### src/tmrb_pkg.sv
package tmrb_pkg;

  // Pointer values of the register map
  localparam logic [7:0] PTR_LOCAL_HIGH = 8'h00;
  localparam logic [7:0] PTR_REMOTE1_HIGH = 8'h01;
  localparam logic [7:0] PTR_REMOTE2_HIGH = 8'h02;
  localparam logic [7:0] PTR_REMOTE3_HIGH = 8'h03;
  localparam logic [7:0] PTR_CONVERTER_STATE = 8'h08;
  localparam logic [7:0] PTR_RANGE_SHUTDOWN = 8'h09;
  localparam logic [7:0] PTR_CHANNEL_ENABLE = 8'h0a;
  localparam logic [7:0] PTR_SAMPLE_RATE = 8'h0b;
  localparam logic [7:0] PTR_SINGLE_CONV = 8'h0f;
  localparam logic [7:0] PTR_LOCAL_LOW = 8'h10;
  localparam logic [7:0] PTR_REMOTE1_LOW = 8'h11;
  localparam logic [7:0] PTR_REMOTE2_LOW = 8'h12;
  localparam logic [7:0] PTR_REMOTE3_LOW = 8'h13;
  localparam logic [7:0] PTR_IDEALITY_1 = 8'h21;
  localparam logic [7:0] PTR_IDEALITY_2 = 8'h22;
  localparam logic [7:0] PTR_IDEALITY_3 = 8'h23;
  localparam logic [7:0] PTR_SOFT_RESET = 8'hfc;
  localparam logic [7:0] PTR_MAKER_ID = 8'hfe;
  localparam logic [7:0] PTR_PART_ID = 8'hff;

  // Reset values
  localparam logic [7:0] RST_POINTER = 8'h00;
  localparam logic [7:0] RST_RESULT = 8'h00;
  localparam logic [7:0] RST_RANGE_SHUTDOWN = 8'h00;
  localparam logic [7:0] RST_CHANNEL_ENABLE = 8'h7c;
  localparam logic [7:0] RST_SAMPLE_RATE = 8'h07;
  localparam logic [7:0] RST_IDEALITY = 8'h00;

  // Identification codes, values arbitrary
  localparam logic [7:0] MAKER_ID_VALUE = 8'h3a;
  localparam logic [7:0] PART_ID_VALUE = 8'h0c;

  // Field positions
  localparam int BIT_BUSY = 7;
  localparam int BIT_SHUTDOWN = 6;
  localparam int BIT_RANGE = 2;
  localparam int BIT_REMOTE3_EN = 6;
  localparam int BIT_REMOTE2_EN = 5;
  localparam int BIT_REMOTE1_EN = 4;
  localparam int BIT_LOCAL_EN = 3;
  localparam int BIT_SERIES_FIX = 2;
  localparam int BIT_VALID = 1;
  localparam int BIT_OPEN = 0;

  // Writable bit masks, reserved bits stay zero
  localparam logic [7:0] MASK_RANGE_SHUTDOWN = 8'h44;
  localparam logic [7:0] MASK_CHANNEL_ENABLE = 8'h7c;
  localparam logic [7:0] MASK_SAMPLE_RATE = 8'h07;

  // Offset added in extended range
  localparam logic [7:0] EXT_RANGE_OFFSET = 8'h40;
  localparam int NUM_CHAN = 4;

  // One finished conversion from the converter
  typedef struct packed {
    logic [1:0] chan;
    logic [7:0] whole;
    logic [3:0] fraction;
    logic open_fault;
  } tmrb_result_t;

  // One byte transaction from the serial framing
  typedef struct packed {
    logic wr;
    logic rd;
    logic ptr_only;
    logic [7:0] data;
  } tmrb_access_t;

endpackage

### src/tmrb_bank.sv
`timescale 1ns/1ps
// Overview of operation
// - Eight-bit pointer selects register for each access
// - First written data byte loads the pointer
// - Pointer is zero after power-on reset
// - Local high at 00h, low at 10h
// - Remote1 at 01h/11h, remote2 at 02h/12h
// - Remote3 at 03h high, 13h low
// - High byte holds MSBs, low byte LSBs
// - Results read-only, refreshed by each conversion
// - Low read uses shadow from high read
// - Shadow lapses when another register is read
// - Two-byte read from 00h-03h is coherent
// - Two-byte read sends high then low
// - Results read zero after reset
// - Standard format: eight-bit two's complement whole degrees
// - Write to 0Fh starts one-shot, value ignored
// - Write to FCh performs software reset
// - Remote low: fraction, zeros, valid, open
// - Local low: fraction, valid, zeros elsewhere
// - Extended range adds 64 from next conversion
// - Busy flag follows converter activity
// - Shutdown waits for sequence end, clear resumes
// - Sequence local, remotes in order, skip disabled
module tmrb_bank (
  input wire logic clk_sys,
  input wire logic srst,
  input wire tmrb_pkg::tmrb_access_t bus_acc,
  input wire logic conv_done,
  input wire tmrb_pkg::tmrb_result_t conv_result,
  input wire logic conv_busy,
  input wire logic seq_end,
  output logic [7:0] rd_data,
  output logic one_shot_start,
  output logic conv_run,
  output logic [3:0] chan_enable,
  output logic series_fix_enable,
  output logic [2:0] rate_select_bits,
  output logic extended_range,
  output logic [7:0] ideality_adjust_1,
  output logic [7:0] ideality_adjust_2,
  output logic [7:0] ideality_adjust_3
);

  ////////////////////////////////////////////////////////////////////////
  // Decode

  logic [7:0] pointer;
  logic soft_rst;
  logic rst_any;
  logic wr_reg;
  logic rd_reg;
  logic [7:0] result_high [tmrb_pkg::NUM_CHAN];
  logic [7:0] result_low [tmrb_pkg::NUM_CHAN];
  logic [7:0] shadow_low;
  logic shadow_valid;
  logic [1:0] shadow_chan;
  logic [7:0] range_shutdown;
  logic [7:0] channel_enable;
  logic [7:0] sample_rate;
  logic [7:0] ideality [3];
  logic [7:0] next_rd_data;
  logic [7:0] low_sel;

  // Soft reset is a write of any byte to FCh
  assign soft_rst = bus_acc.wr && !bus_acc.ptr_only &&
                    pointer == tmrb_pkg::PTR_SOFT_RESET;
  assign rst_any = srst || soft_rst;
  assign wr_reg = bus_acc.wr && !bus_acc.ptr_only;
  assign rd_reg = bus_acc.rd;

  ////////////////////////////////////////////////////////////////////////
  // Pointer

  // Pointer byte replaces the selection; the first data byte carries it
  always_ff @(posedge clk_sys) begin
    if (rst_any) begin
      pointer <= tmrb_pkg::RST_POINTER;
    end else if (bus_acc.wr && bus_acc.ptr_only) begin
      pointer <= bus_acc.data;
    end else if (rd_reg && pointer[7:2] == 6'h00) begin
      // Auto-advance high to low for the two-byte read
      pointer <= pointer | tmrb_pkg::PTR_LOCAL_LOW;
    end
  end

  ////////////////////////////////////////////////////////////////////////
  // Result registers, written only by the converter

  generate
    for (genvar c = 0; c < tmrb_pkg::NUM_CHAN; c++) begin : g_chan
      // Host writes reach here only as the FCh soft reset, so read-only holds by construction
      always_ff @(posedge clk_sys) begin
        if (rst_any) begin
          result_high[c] <= tmrb_pkg::RST_RESULT;
          result_low[c] <= tmrb_pkg::RST_RESULT;
        end else if (conv_done && conv_result.chan == 2'(c)) begin
          // Range flag sampled here so a change acts next conversion
          result_high[c] <= range_shutdown[tmrb_pkg::BIT_RANGE] ?
            conv_result.whole + tmrb_pkg::EXT_RANGE_OFFSET :
            conv_result.whole;
          result_low[c] <= {conv_result.fraction, 2'b00, 1'b1,
            (c == 0) ? 1'b0 : conv_result.open_fault};
        end
      end
    end
  endgenerate

  ////////////////////////////////////////////////////////////////////////
  // Low-byte shadow

  // Copy taken at the high read; any other read drops it
  always_ff @(posedge clk_sys) begin
    if (rst_any) begin
      shadow_low <= tmrb_pkg::RST_RESULT;
      shadow_valid <= 1'b0;
      shadow_chan <= 2'b00;
    end else if (rd_reg) begin
      if (pointer[7:2] == 6'h00) begin
        shadow_low <= result_low[pointer[1:0]];
        shadow_chan <= pointer[1:0];
        shadow_valid <= 1'b1;
      end else begin
        shadow_valid <= 1'b0;
      end
    end
  end

  ////////////////////////////////////////////////////////////////////////
  // Control registers

  // Writes to read-only pointers fall through and store nothing
  always_ff @(posedge clk_sys) begin
    if (rst_any) begin
      range_shutdown <= tmrb_pkg::RST_RANGE_SHUTDOWN;
      channel_enable <= tmrb_pkg::RST_CHANNEL_ENABLE;
      sample_rate <= tmrb_pkg::RST_SAMPLE_RATE;
      ideality[0] <= tmrb_pkg::RST_IDEALITY;
      ideality[1] <= tmrb_pkg::RST_IDEALITY;
      ideality[2] <= tmrb_pkg::RST_IDEALITY;
    end else if (wr_reg) begin
      unique case (pointer)
        tmrb_pkg::PTR_RANGE_SHUTDOWN: begin
          range_shutdown <= bus_acc.data & tmrb_pkg::MASK_RANGE_SHUTDOWN;
        end
        tmrb_pkg::PTR_CHANNEL_ENABLE: begin
          channel_enable <= bus_acc.data & tmrb_pkg::MASK_CHANNEL_ENABLE;
        end
        tmrb_pkg::PTR_SAMPLE_RATE: begin
          sample_rate <= bus_acc.data & tmrb_pkg::MASK_SAMPLE_RATE;
        end
        tmrb_pkg::PTR_IDEALITY_1: begin
          ideality[0] <= bus_acc.data;
        end
        tmrb_pkg::PTR_IDEALITY_2: begin
          ideality[1] <= bus_acc.data;
        end
        tmrb_pkg::PTR_IDEALITY_3: begin
          ideality[2] <= bus_acc.data;
        end
        default: begin
        end
      endcase
    end
  end

  ////////////////////////////////////////////////////////////////////////
  // Converter control

  // Shutdown takes effect only once the running sequence ends
  always_ff @(posedge clk_sys) begin
    if (rst_any) begin
      conv_run <= 1'b1;
    end else if (!range_shutdown[tmrb_pkg::BIT_SHUTDOWN]) begin
      conv_run <= 1'b1;
    end else if (conv_run && (seq_end || !conv_busy)) begin
      conv_run <= 1'b0;
    end
  end

  // One-shot pulse; data byte is discarded
  always_ff @(posedge clk_sys) begin
    if (srst) begin
      one_shot_start <= 1'b0;
    end else begin
      one_shot_start <= wr_reg &&
        pointer == tmrb_pkg::PTR_SINGLE_CONV;
    end
  end

  // Enables steer the converter, which skips disabled channels
  always_ff @(posedge clk_sys) begin
    if (srst) begin
      chan_enable <= 4'h0;
      series_fix_enable <= 1'b0;
      rate_select_bits <= 3'h0;
      extended_range <= 1'b0;
      ideality_adjust_1 <= 8'h00;
      ideality_adjust_2 <= 8'h00;
      ideality_adjust_3 <= 8'h00;
    end else begin
      chan_enable <= {channel_enable[tmrb_pkg::BIT_REMOTE3_EN],
                      channel_enable[tmrb_pkg::BIT_REMOTE2_EN],
                      channel_enable[tmrb_pkg::BIT_REMOTE1_EN],
                      channel_enable[tmrb_pkg::BIT_LOCAL_EN]};
      series_fix_enable <= channel_enable[tmrb_pkg::BIT_SERIES_FIX];
      rate_select_bits <= sample_rate[2:0];
      extended_range <= range_shutdown[tmrb_pkg::BIT_RANGE];
      ideality_adjust_1 <= ideality[0];
      ideality_adjust_2 <= ideality[1];
      ideality_adjust_3 <= ideality[2];
    end
  end

  ////////////////////////////////////////////////////////////////////////
  // Read data

  // Low reads use the shadow only for the matching channel
  always_comb begin
    if (shadow_valid && shadow_chan == pointer[1:0]) begin
      low_sel = shadow_low;
    end else begin
      low_sel = result_low[pointer[1:0]];
    end
  end

  always_comb begin
    next_rd_data = 8'h00;
    unique case (pointer)
      tmrb_pkg::PTR_LOCAL_HIGH, tmrb_pkg::PTR_REMOTE1_HIGH,
      tmrb_pkg::PTR_REMOTE2_HIGH, tmrb_pkg::PTR_REMOTE3_HIGH: begin
        next_rd_data = result_high[pointer[1:0]];
      end
      tmrb_pkg::PTR_LOCAL_LOW, tmrb_pkg::PTR_REMOTE1_LOW,
      tmrb_pkg::PTR_REMOTE2_LOW, tmrb_pkg::PTR_REMOTE3_LOW: begin
        next_rd_data = low_sel;
      end
      tmrb_pkg::PTR_CONVERTER_STATE: begin
        next_rd_data = {conv_busy, 7'h00};
      end
      tmrb_pkg::PTR_RANGE_SHUTDOWN: begin
        next_rd_data = range_shutdown;
      end
      tmrb_pkg::PTR_CHANNEL_ENABLE: begin
        next_rd_data = channel_enable;
      end
      tmrb_pkg::PTR_SAMPLE_RATE: begin
        next_rd_data = sample_rate;
      end
      tmrb_pkg::PTR_IDEALITY_1: begin
        next_rd_data = ideality[0];
      end
      tmrb_pkg::PTR_IDEALITY_2: begin
        next_rd_data = ideality[1];
      end
      tmrb_pkg::PTR_IDEALITY_3: begin
        next_rd_data = ideality[2];
      end
      tmrb_pkg::PTR_MAKER_ID: begin
        next_rd_data = tmrb_pkg::MAKER_ID_VALUE;
      end
      tmrb_pkg::PTR_PART_ID: begin
        next_rd_data = tmrb_pkg::PART_ID_VALUE;
      end
      default: begin
        next_rd_data = 8'h00;
      end
    endcase
  end

  // Registered byte presented continuously for the framer
  always_ff @(posedge clk_sys) begin
    if (srst) begin
      rd_data <= tmrb_pkg::RST_RESULT;
    end else begin
      rd_data <= next_rd_data;
    end
  end

  ////////////////////////////////////////////////////////////////////////
  // Checks

  property p_ptr_load;
    @(posedge clk_sys) disable iff (srst)
      bus_acc.wr && bus_acc.ptr_only |=> pointer == $past(bus_acc.data);
  endproperty
  a_ptr_load: assert property (p_ptr_load)
    else $error("pointer not loaded");

  property p_soft_reset;
    @(posedge clk_sys) disable iff (srst)
      soft_rst |=> pointer == 8'h00 && sample_rate == 8'h07 &&
        channel_enable == 8'h7c;
  endproperty
  a_soft_reset: assert property (p_soft_reset)
    else $error("soft reset incomplete");

  property p_one_shot;
    @(posedge clk_sys) disable iff (srst)
      wr_reg && pointer == 8'h0f |=> one_shot_start;
  endproperty
  a_one_shot: assert property (p_one_shot)
    else $error("one-shot missing");

  property p_busy;
    @(posedge clk_sys) disable iff (srst)
      pointer == 8'h08 && !rst_any |=> rd_data[7] == $past(conv_busy);
  endproperty
  a_busy: assert property (p_busy)
    else $error("busy flag wrong");

  property p_shadow_lapse;
    @(posedge clk_sys) disable iff (srst)
      rd_reg && pointer[7:2] != 6'h00 && !soft_rst |=> !shadow_valid;
  endproperty
  a_shadow_lapse: assert property (p_shadow_lapse)
    else $error("shadow kept");

  property p_two_byte;
    @(posedge clk_sys) disable iff (srst)
      rd_reg && pointer[7:2] == 6'h00 && !bus_acc.wr |=>
        pointer == ($past(pointer) | 8'h10);
  endproperty
  a_two_byte: assert property (p_two_byte)
    else $error("no advance to low");

  property p_ro_write;
    @(posedge clk_sys) disable iff (srst)
      wr_reg && pointer == 8'h08 |=> $stable(range_shutdown) &&
        $stable(sample_rate);
  endproperty
  a_ro_write: assert property (p_ro_write)
    else $error("read-only write stored");

  property p_local_low;
    @(posedge clk_sys) disable iff (srst)
      conv_done && conv_result.chan == 2'd0 && !rst_any |=>
        result_low[0][3:0] == 4'h2;
  endproperty
  a_local_low: assert property (p_local_low)
    else $error("local low layout");

endmodule

### config.mk
export PLATFORM = sky130hd
export DESIGN_NAME = tmrb_bank
export DESIGN_NICKNAME = d
export VERILOG_FILES = /design/src/tmrb_pkg.sv /design/src/tmrb_bank.sv
export SDC_FILE = /design/constraint.sdc
export NUM_CORES = 1
export LEC_CHECK = 0
export ABC_AREA = 1
export BUFFER_PORTS_ARGS = -buffer_cell sky130_fd_sc_hd__buf_2
export CAP_MARGIN = 20
export CORE_MARGIN = 8
export CORE_UTILIZATION = 37
export CTS_CLUSTER_DIAMETER = 200
export DETAILED_ROUTE_END_ITERATION = 7
export GPL_TIMING_DRIVEN = 0
export PLACE_DENSITY = 0.55
export SLEW_MARGIN = 20
export SYNTH_ARGS = -nofsm -noshare
export SYNTH_HDL_FRONTEND = slang
export SYNTH_SLANG_ARGS = --single-unit
### constraint.sdc
create_clock -name clk_sys -period 1.9 [get_ports clk_sys]
set_input_delay 0.19 -clock clk_sys [delete_from_list [all_inputs] [get_ports clk_sys]]
set_output_delay 0.19 -clock clk_sys [all_outputs]
set_load 0.005 [all_outputs]
# After elaboration in Yosys (flattened, before gate mapping)
# Memories as Yosys holds them, arrays and structs flattened. A register that Yosys moved wholly into a read port is not among the register bits.
# Index checks and enable logic that the tools add are counted.
totals:
  reg_bits: 72
  output_inout_bits: 43
  elab_cells: 129
  ramBits: 80
  memories: 3
op_classes:
  bitwise_logic: 12
  reduce_logical: 26
  eq_ne: 22
  add_sub_neg: 1
  mux: 47
mem_list:
  columns: ["name", "words", "word_bits", "read_ports", "rd_ports_with_merged_regs", "wr", "line", "rtl"]
  rows:
  - ["result_high", 4, 8, 1, 1, 4, "tmrb_bank.sv:53", "logic [7:0] result_high [tmrb_pkg::NUM_CHAN];"]
  - ["ideality", 3, 8, 3, 0, 3, "tmrb_bank.sv:61", "logic [7:0] ideality [3];"]
  - ["result_low", 4, 6, 1, 1, 4, "tmrb_bank.sv:54", "logic [7:0] result_low [tmrb_pkg::NUM_CHAN];"]
ops:
  columns: ["op", "n"]
  rows:
  - ["8-bit case mux with 11 select lines", 1]
  - ["8-bit 2-to-1 mux", 10]
  - ["8-bit by 4-bit == test with 1-bit output, second input constant", 5]
  - ["8-bit by 5-bit == test with 1-bit output, second input constant", 4]
  - ["1-bit 2-to-1 mux", 27]
  - ["8-bit by 6-bit == test with 1-bit output, second input constant", 3]
  - ["8-bit == test, second input constant", 3]
  - ["6-bit 2-to-1 mux", 4]
  - ["8-bit by 2-bit == test with 1-bit output, second input constant", 2]
  - ["1-bit logical AND", 11]
  - ["1-bit OR", 11]
  - ["8-bit by 7-bit adder with 8-bit output, second input constant", 1]
  - ["8-bit by 1-bit == test with 1-bit output, second input constant", 1]
  - ["8-bit logical NOT", 1]
  - ["2-bit 2-to-1 mux", 4]
  - ["2-bit AND reduction", 4]
  - ["4-bit OR reduction", 2]
  - ["6-bit logical NOT", 1]
  - ["5-bit 2-to-1 mux", 1]
  - ["2-bit == test, second input constant", 2]
  - ["2-bit by 1-bit == test with 1-bit output, second input constant", 1]
  - ["2-bit == test", 1]
  - ["1-bit logical NOT", 2]
  - ["2-bit logical NOT", 1]
  - ["4 further kinds", 5]

# Logic depth before layout (Yosys ltp)
depth:
  word_depth: 7
  ltp_mapped: 11
  depth_no_buf: 10

# Worst setup path after synthesis
# Ideal clock, no wire load.
synth_path:
  path_kind: "reg-to-reg"
  from: "register pointer[0]"
  to: "memory ideality[1][2] (netlist: ideality[0][10]) (enable)"
  setup_ns: 0.384
  required_time_ns: 1.516
  period_less_slack_ns: 1.930
  path_buffers: 1
  arrival_ns: 1.546
  setup_slack_ns: -0.030
  path_stages_with_launch: 7
  path_cell_list: "dfxtp_1 buf_4 inv_1 nand2_1 nor2_2 nand2_1 o21ai_0"
synth_lines:
  columns: ["item", "line", "rtl"]
  rows:
  - ["start: declaration", "tmrb_bank.sv:48", "logic [7:0] pointer;"]
  - ["start signal: assignment", "tmrb_bank.sv:78", "pointer <= tmrb_pkg::RST_POINTER;"]
  - ["start signal: assignment", "tmrb_bank.sv:80", "pointer <= bus_acc.data;"]
  - ["start signal: assignment", "tmrb_bank.sv:83", "pointer <= pointer | tmrb_pkg::PTR_LOCAL_LOW;"]
  - ["end: declaration", "tmrb_bank.sv:61", null]

==> results_tabular.tex <==
\begin{tabular}{lr}
\hline
Metric & Value \\
\hline
\multicolumn{2}{l}{\textbf{Drt}} \\
Initial DRC count & 349 \\
Number of optimization iterations in the first detailed-route pass & 5 \\
Vias per inst & 4.64 \\
Vias post-DR & 4951 \\
Residual DRC & 0 \\
Avg WL per Cell & 15.7 µm \\
Final Routed Wirelength & 16700 µm \\
Antenna-violating nets left & 0 \\
\multicolumn{2}{l}{\textbf{Floorplanning}} \\
Number of core rows & 47 \\
Starting utilization of the core area & 37.9\% \\
Area enclosed by the die boundary & 21400 µm² \\
Height of the die & 146 µm \\
Number of top-level pins & 74 \\
Core region area & 16600 µm² \\
Die Span X & 146 µm \\
\multicolumn{2}{l}{\textbf{Critical path}} \\
Data required time of the critical path & 2.13 ns \\
Crit path max-delay family & simple AND/OR/NAND/NOR gates \\
Worst path cell trace & buf\_2, nand2\_1, nor2\_4, nand2\_1, a21oi\_1, nor2\_2, nor2\_1 \\
Setup crit start kind & register \\
Register-to-Register Path Depth & 7 \\
CP max stage delay & 0.30 ns \\
Largest fanout of any net on the critical path & 9 \\
Worst R2R End & ideality[0][9] \\
Highest-delay cell along the critical path & dfxtp\_1 \\
Critical Path End Type & register \\
Register-to-register setup slack & 0.11 ns \\
Arrival time of the worst setup path & 2.02 ns \\
Category of the critical setup timing path & register to register \\
Crit path launch & pointer[1] \\
Buf+Inv Stages, Crit Path & 1 \\
Most common cell type on the critical path & nand2\_1 \\
Reg-to-reg critical path startpoint & pointer[1] \\
\multicolumn{2}{l}{\textbf{Yosys}} \\
Biggest area consumer among synthesized cells & edfxtp\_1 \\
Ys flop type & edfxtp\_1 \\
Part of the Yosys area used for sequential elements & 60.6\% \\
Post-Synthesis Cells & 740 \\
Most numerous cell in the Yosys netlist & nand2\_1 \\
Synth top area cells & edfxtp\_1, dfxtp\_1, nand2\_1 \\
Count of state elements after synthesis & 151 \\
Distinct cells, synth & 27 \\
Area share of the leading cell type in the synthesized netlist & 37.3\% \\
Yosys Warn Count & 0 \\
Synthesized cell area & 6280 µm² \\
Number of synthesized flops with an enable pin & 78 \\
Mapped Nets & 771 \\
Syn Area/Cell & 8.48 µm² \\
Most frequent cells after synthesis & nand2\_1, nor2\_1, inv\_1 \\
Async set-or-reset flop fraction in the synthesized netlist & 0\% \\
\multicolumn{2}{l}{\textbf{GRT}} \\
Via count of the first global-routing pass & 4790 \\
Wire length of the first global-routing pass & 26300 µm \\
Overall Global Routing Usage & 16.0\% \\
Maximum number of pins on one net before global-route repair & 17 \\
Initial antenna violation count & 0 \\
Grt total ovfl & 0 \\
\multicolumn{2}{l}{\textbf{Timing}} \\
Unrepaired setup endpoints after global routing & yes \\
Final Max Tran Viols & 0 \\
Worst slew margin relative to its limit & 62.5\% \\
Maximum clock frequency & 557 MHz \\
Total negative slack & 0 ns \\
Worst-margin pin slew & 0.563 ns \\
Clock tree skew after final layout & 0.00695 ns \\
Number of hold-slack violations in the final timing report & 0 \\
Worst Setup Slack, final & 0.106 ns \\
Final setup vio count & 0 \\
Final Cycle Share & 94.4\% \\
Clock period minus final worst setup slack & 1.79 ns \\
\multicolumn{2}{l}{\textbf{Placement}} \\
Pre-CTS WS & -0.295 ns \\
Count of input and output buffers & 72 \\
Sum of net half-perimeters after detailed placement & 12200 µm \\
GPL Wtd Cong & 0.886 \\
Area after DPL & 6910 µm² \\
\multicolumn{2}{l}{\textbf{Hold path}} \\
Worst hold path endpoint & channel\_enable[5] \\
Worst hold path startpoint & bus\_acc[5] \\
Depth of the worst hold-timing path & 3 \\
Tightest Hold Check Type & input port to register \\
\multicolumn{2}{l}{\textbf{CTS}} \\
Number of buffers inserted during clock tree synthesis & 17 \\
Root Driver & clkbuf\_16 \\
Clock latency reported for the late side of the worst-skew pair & 0.42 ns \\
Number of H-tree levels & 4 \\
CTS sink count & 151 \\
Maximum clock insertion buffer count & 2 \\
Clock transition at the register clock pins on the worst setup and hold paths after CTS & 0.06 ns \\
TritonCTS clock tree & yes \\
\multicolumn{2}{l}{\textbf{Layout}} \\
Number of inserted filler cells in the final layout & 1661 \\
Ant diodes & 0 \\
Share of final-layout standard cells stronger than drive strength 1 & 17.7\% \\
Cell area after layout & 7650 µm² \\
Area of combinational cells with multiple inputs & 2020 µm² \\
Growth of design area from synthesis to finish & 21.8\% \\
Sequential cell area in the final layout & 3810 µm² \\
Nets & 866 \\
\multicolumn{2}{l}{\textbf{Job}} \\
Max-cap check violation count & 0 \\
\multicolumn{2}{l}{\textbf{Power and ir drop}} \\
Power density relative to cell area & 1000 nW/µm² \\
Total chip power & 0.00767 W \\
Leakage & 3.52 nW \\
Maximum vdd drop & 0.667 mV \\
\multicolumn{2}{l}{\textbf{Run status}} \\
Run status & completed \\
\hline
\end{tabular}
sequential cells by signal (all words and copies together), names as in the netlist, 4 cells and up, named ones only:
name,count
result_high,32
chan_enable,4
ideality_adjust_3,8
rd_data,8
pointer,8
shadow_low,6
channel_enable,5
result_low,23
ideality_adjust_1,8
ideality_adjust_2,8
ideality,24
timing repair:
action	in CTS	in global routing
buffers inserted	0	1
gates resized for setup	8	27
cloned	1	0
hold endpoints to repair	6	0
hold buffers	2	0
setup endpoints to repair	78	128
pin swaps	0	2
tightest hold or removal path: cells and delay by family:
| kind | cells | cell delay, ns |
|---|---|---|
| buffers and inverters | 1 | 0.11 |
| AO/OA/AOI/OAI | 2 | 0.13 |
metrics by stage:
step | utilization (%) | std cells | hold slack, ns
global route | 46.1 | 1067 | 0.0466
finish | 46.1 | 1067 | 0.0463
floorplan | - | 740 | 0.312
CTS | 45.6 | 1066 | 0.0201
detailed placement | 41.7 | 1032 | 0.421
global placement | 41.7 | 1032 | 0.414
cell families after synthesis:
| family | after synthesis | share of synthesized area [%] |
|---|---|---|
| buf+inv | 133 | 8.63 |
| xor+xnor | 2 | 0.279 |
| flops | 151 | 60.6 |
| simple gates | 405 | 26.4 |
| compound gates | 49 | 4.13 |
report_power, final:
part           switching [W]  internal (W)  leakage (nW)
sequential         0.0000580       0.00360          1.39
clock                0.00132       0.00202         0.292
combinational       0.000460      0.000214          1.84
total                0.00183       0.00583          3.52
per-layer routing:
metal  global-route usage, %  share of wire (%)  vias up
li1                        -                  -     2520
met1                    20.6                 47     2264
met2                    24.9                 45      144
met3                    5.10                6.3       23
met4                    5.26                1.9        0
met5                       0                  0        -
cell type report:
| class | count | area share, % |
|---|---|---|
| Tap cell | 220 | 3.60 |
| Clock buffer | 25 | 7.18 |
| Multi-Input combinational cell | 457 | 26.4 |
| Sequential cell | 151 | 49.8 |
| Inverter | 110 | 5.43 |
| Clock inverter | 6 | 0.638 |
| Buffer | 23 | 1.87 |
| Timing Repair Buffer | 75 | 5.07 |
worst max path at each step:
stage                      endpoint  slack [ns]  cells after the start
floorplan           ideality[0][16]        0.02                      5
global placement    ideality[0][23]       -0.64                      5
detailed placement  ideality[0][15]       -0.29                      5
CTS                 ideality[0][16]       -0.05                      5
global route        ideality[0][16]       -0.02                      7
finish               ideality[0][9]        0.11                      7
cells in the final DEF, fill, tap and decap left out:
master,n
clkbuf_16,20
dfxtp_1,70
or2_4,2
nand3_1,66
nand3b_1,1
nand2_4,4
dlygate4sd3_1,2
nor2_4,3
a21boi_0,1
buf_4,6
o21ai_4,2
clkinv_1,2
o211ai_1,2
a211oi_1,2
nor3_2,2
dfxtp_2,3
buf_2,81
inv_1,105
clkbuf_1,5
clkinv_4,2
nand2_2,4
xor2_1,1
inv_2,2
o22ai_1,1
a21oi_1,31
xnor2_1,1
clkbuf_2,3
clkbuf_8,3
clkinvlp_4,1
nor3_1,10
nand2_1,163
o21ai_0,10
nor2_1,146
inv_4,2
nor2_2,5
inv_6,2
edfxtp_1,78
buf_6,3
No activity file was read; power rests on OpenSTA's default activity.
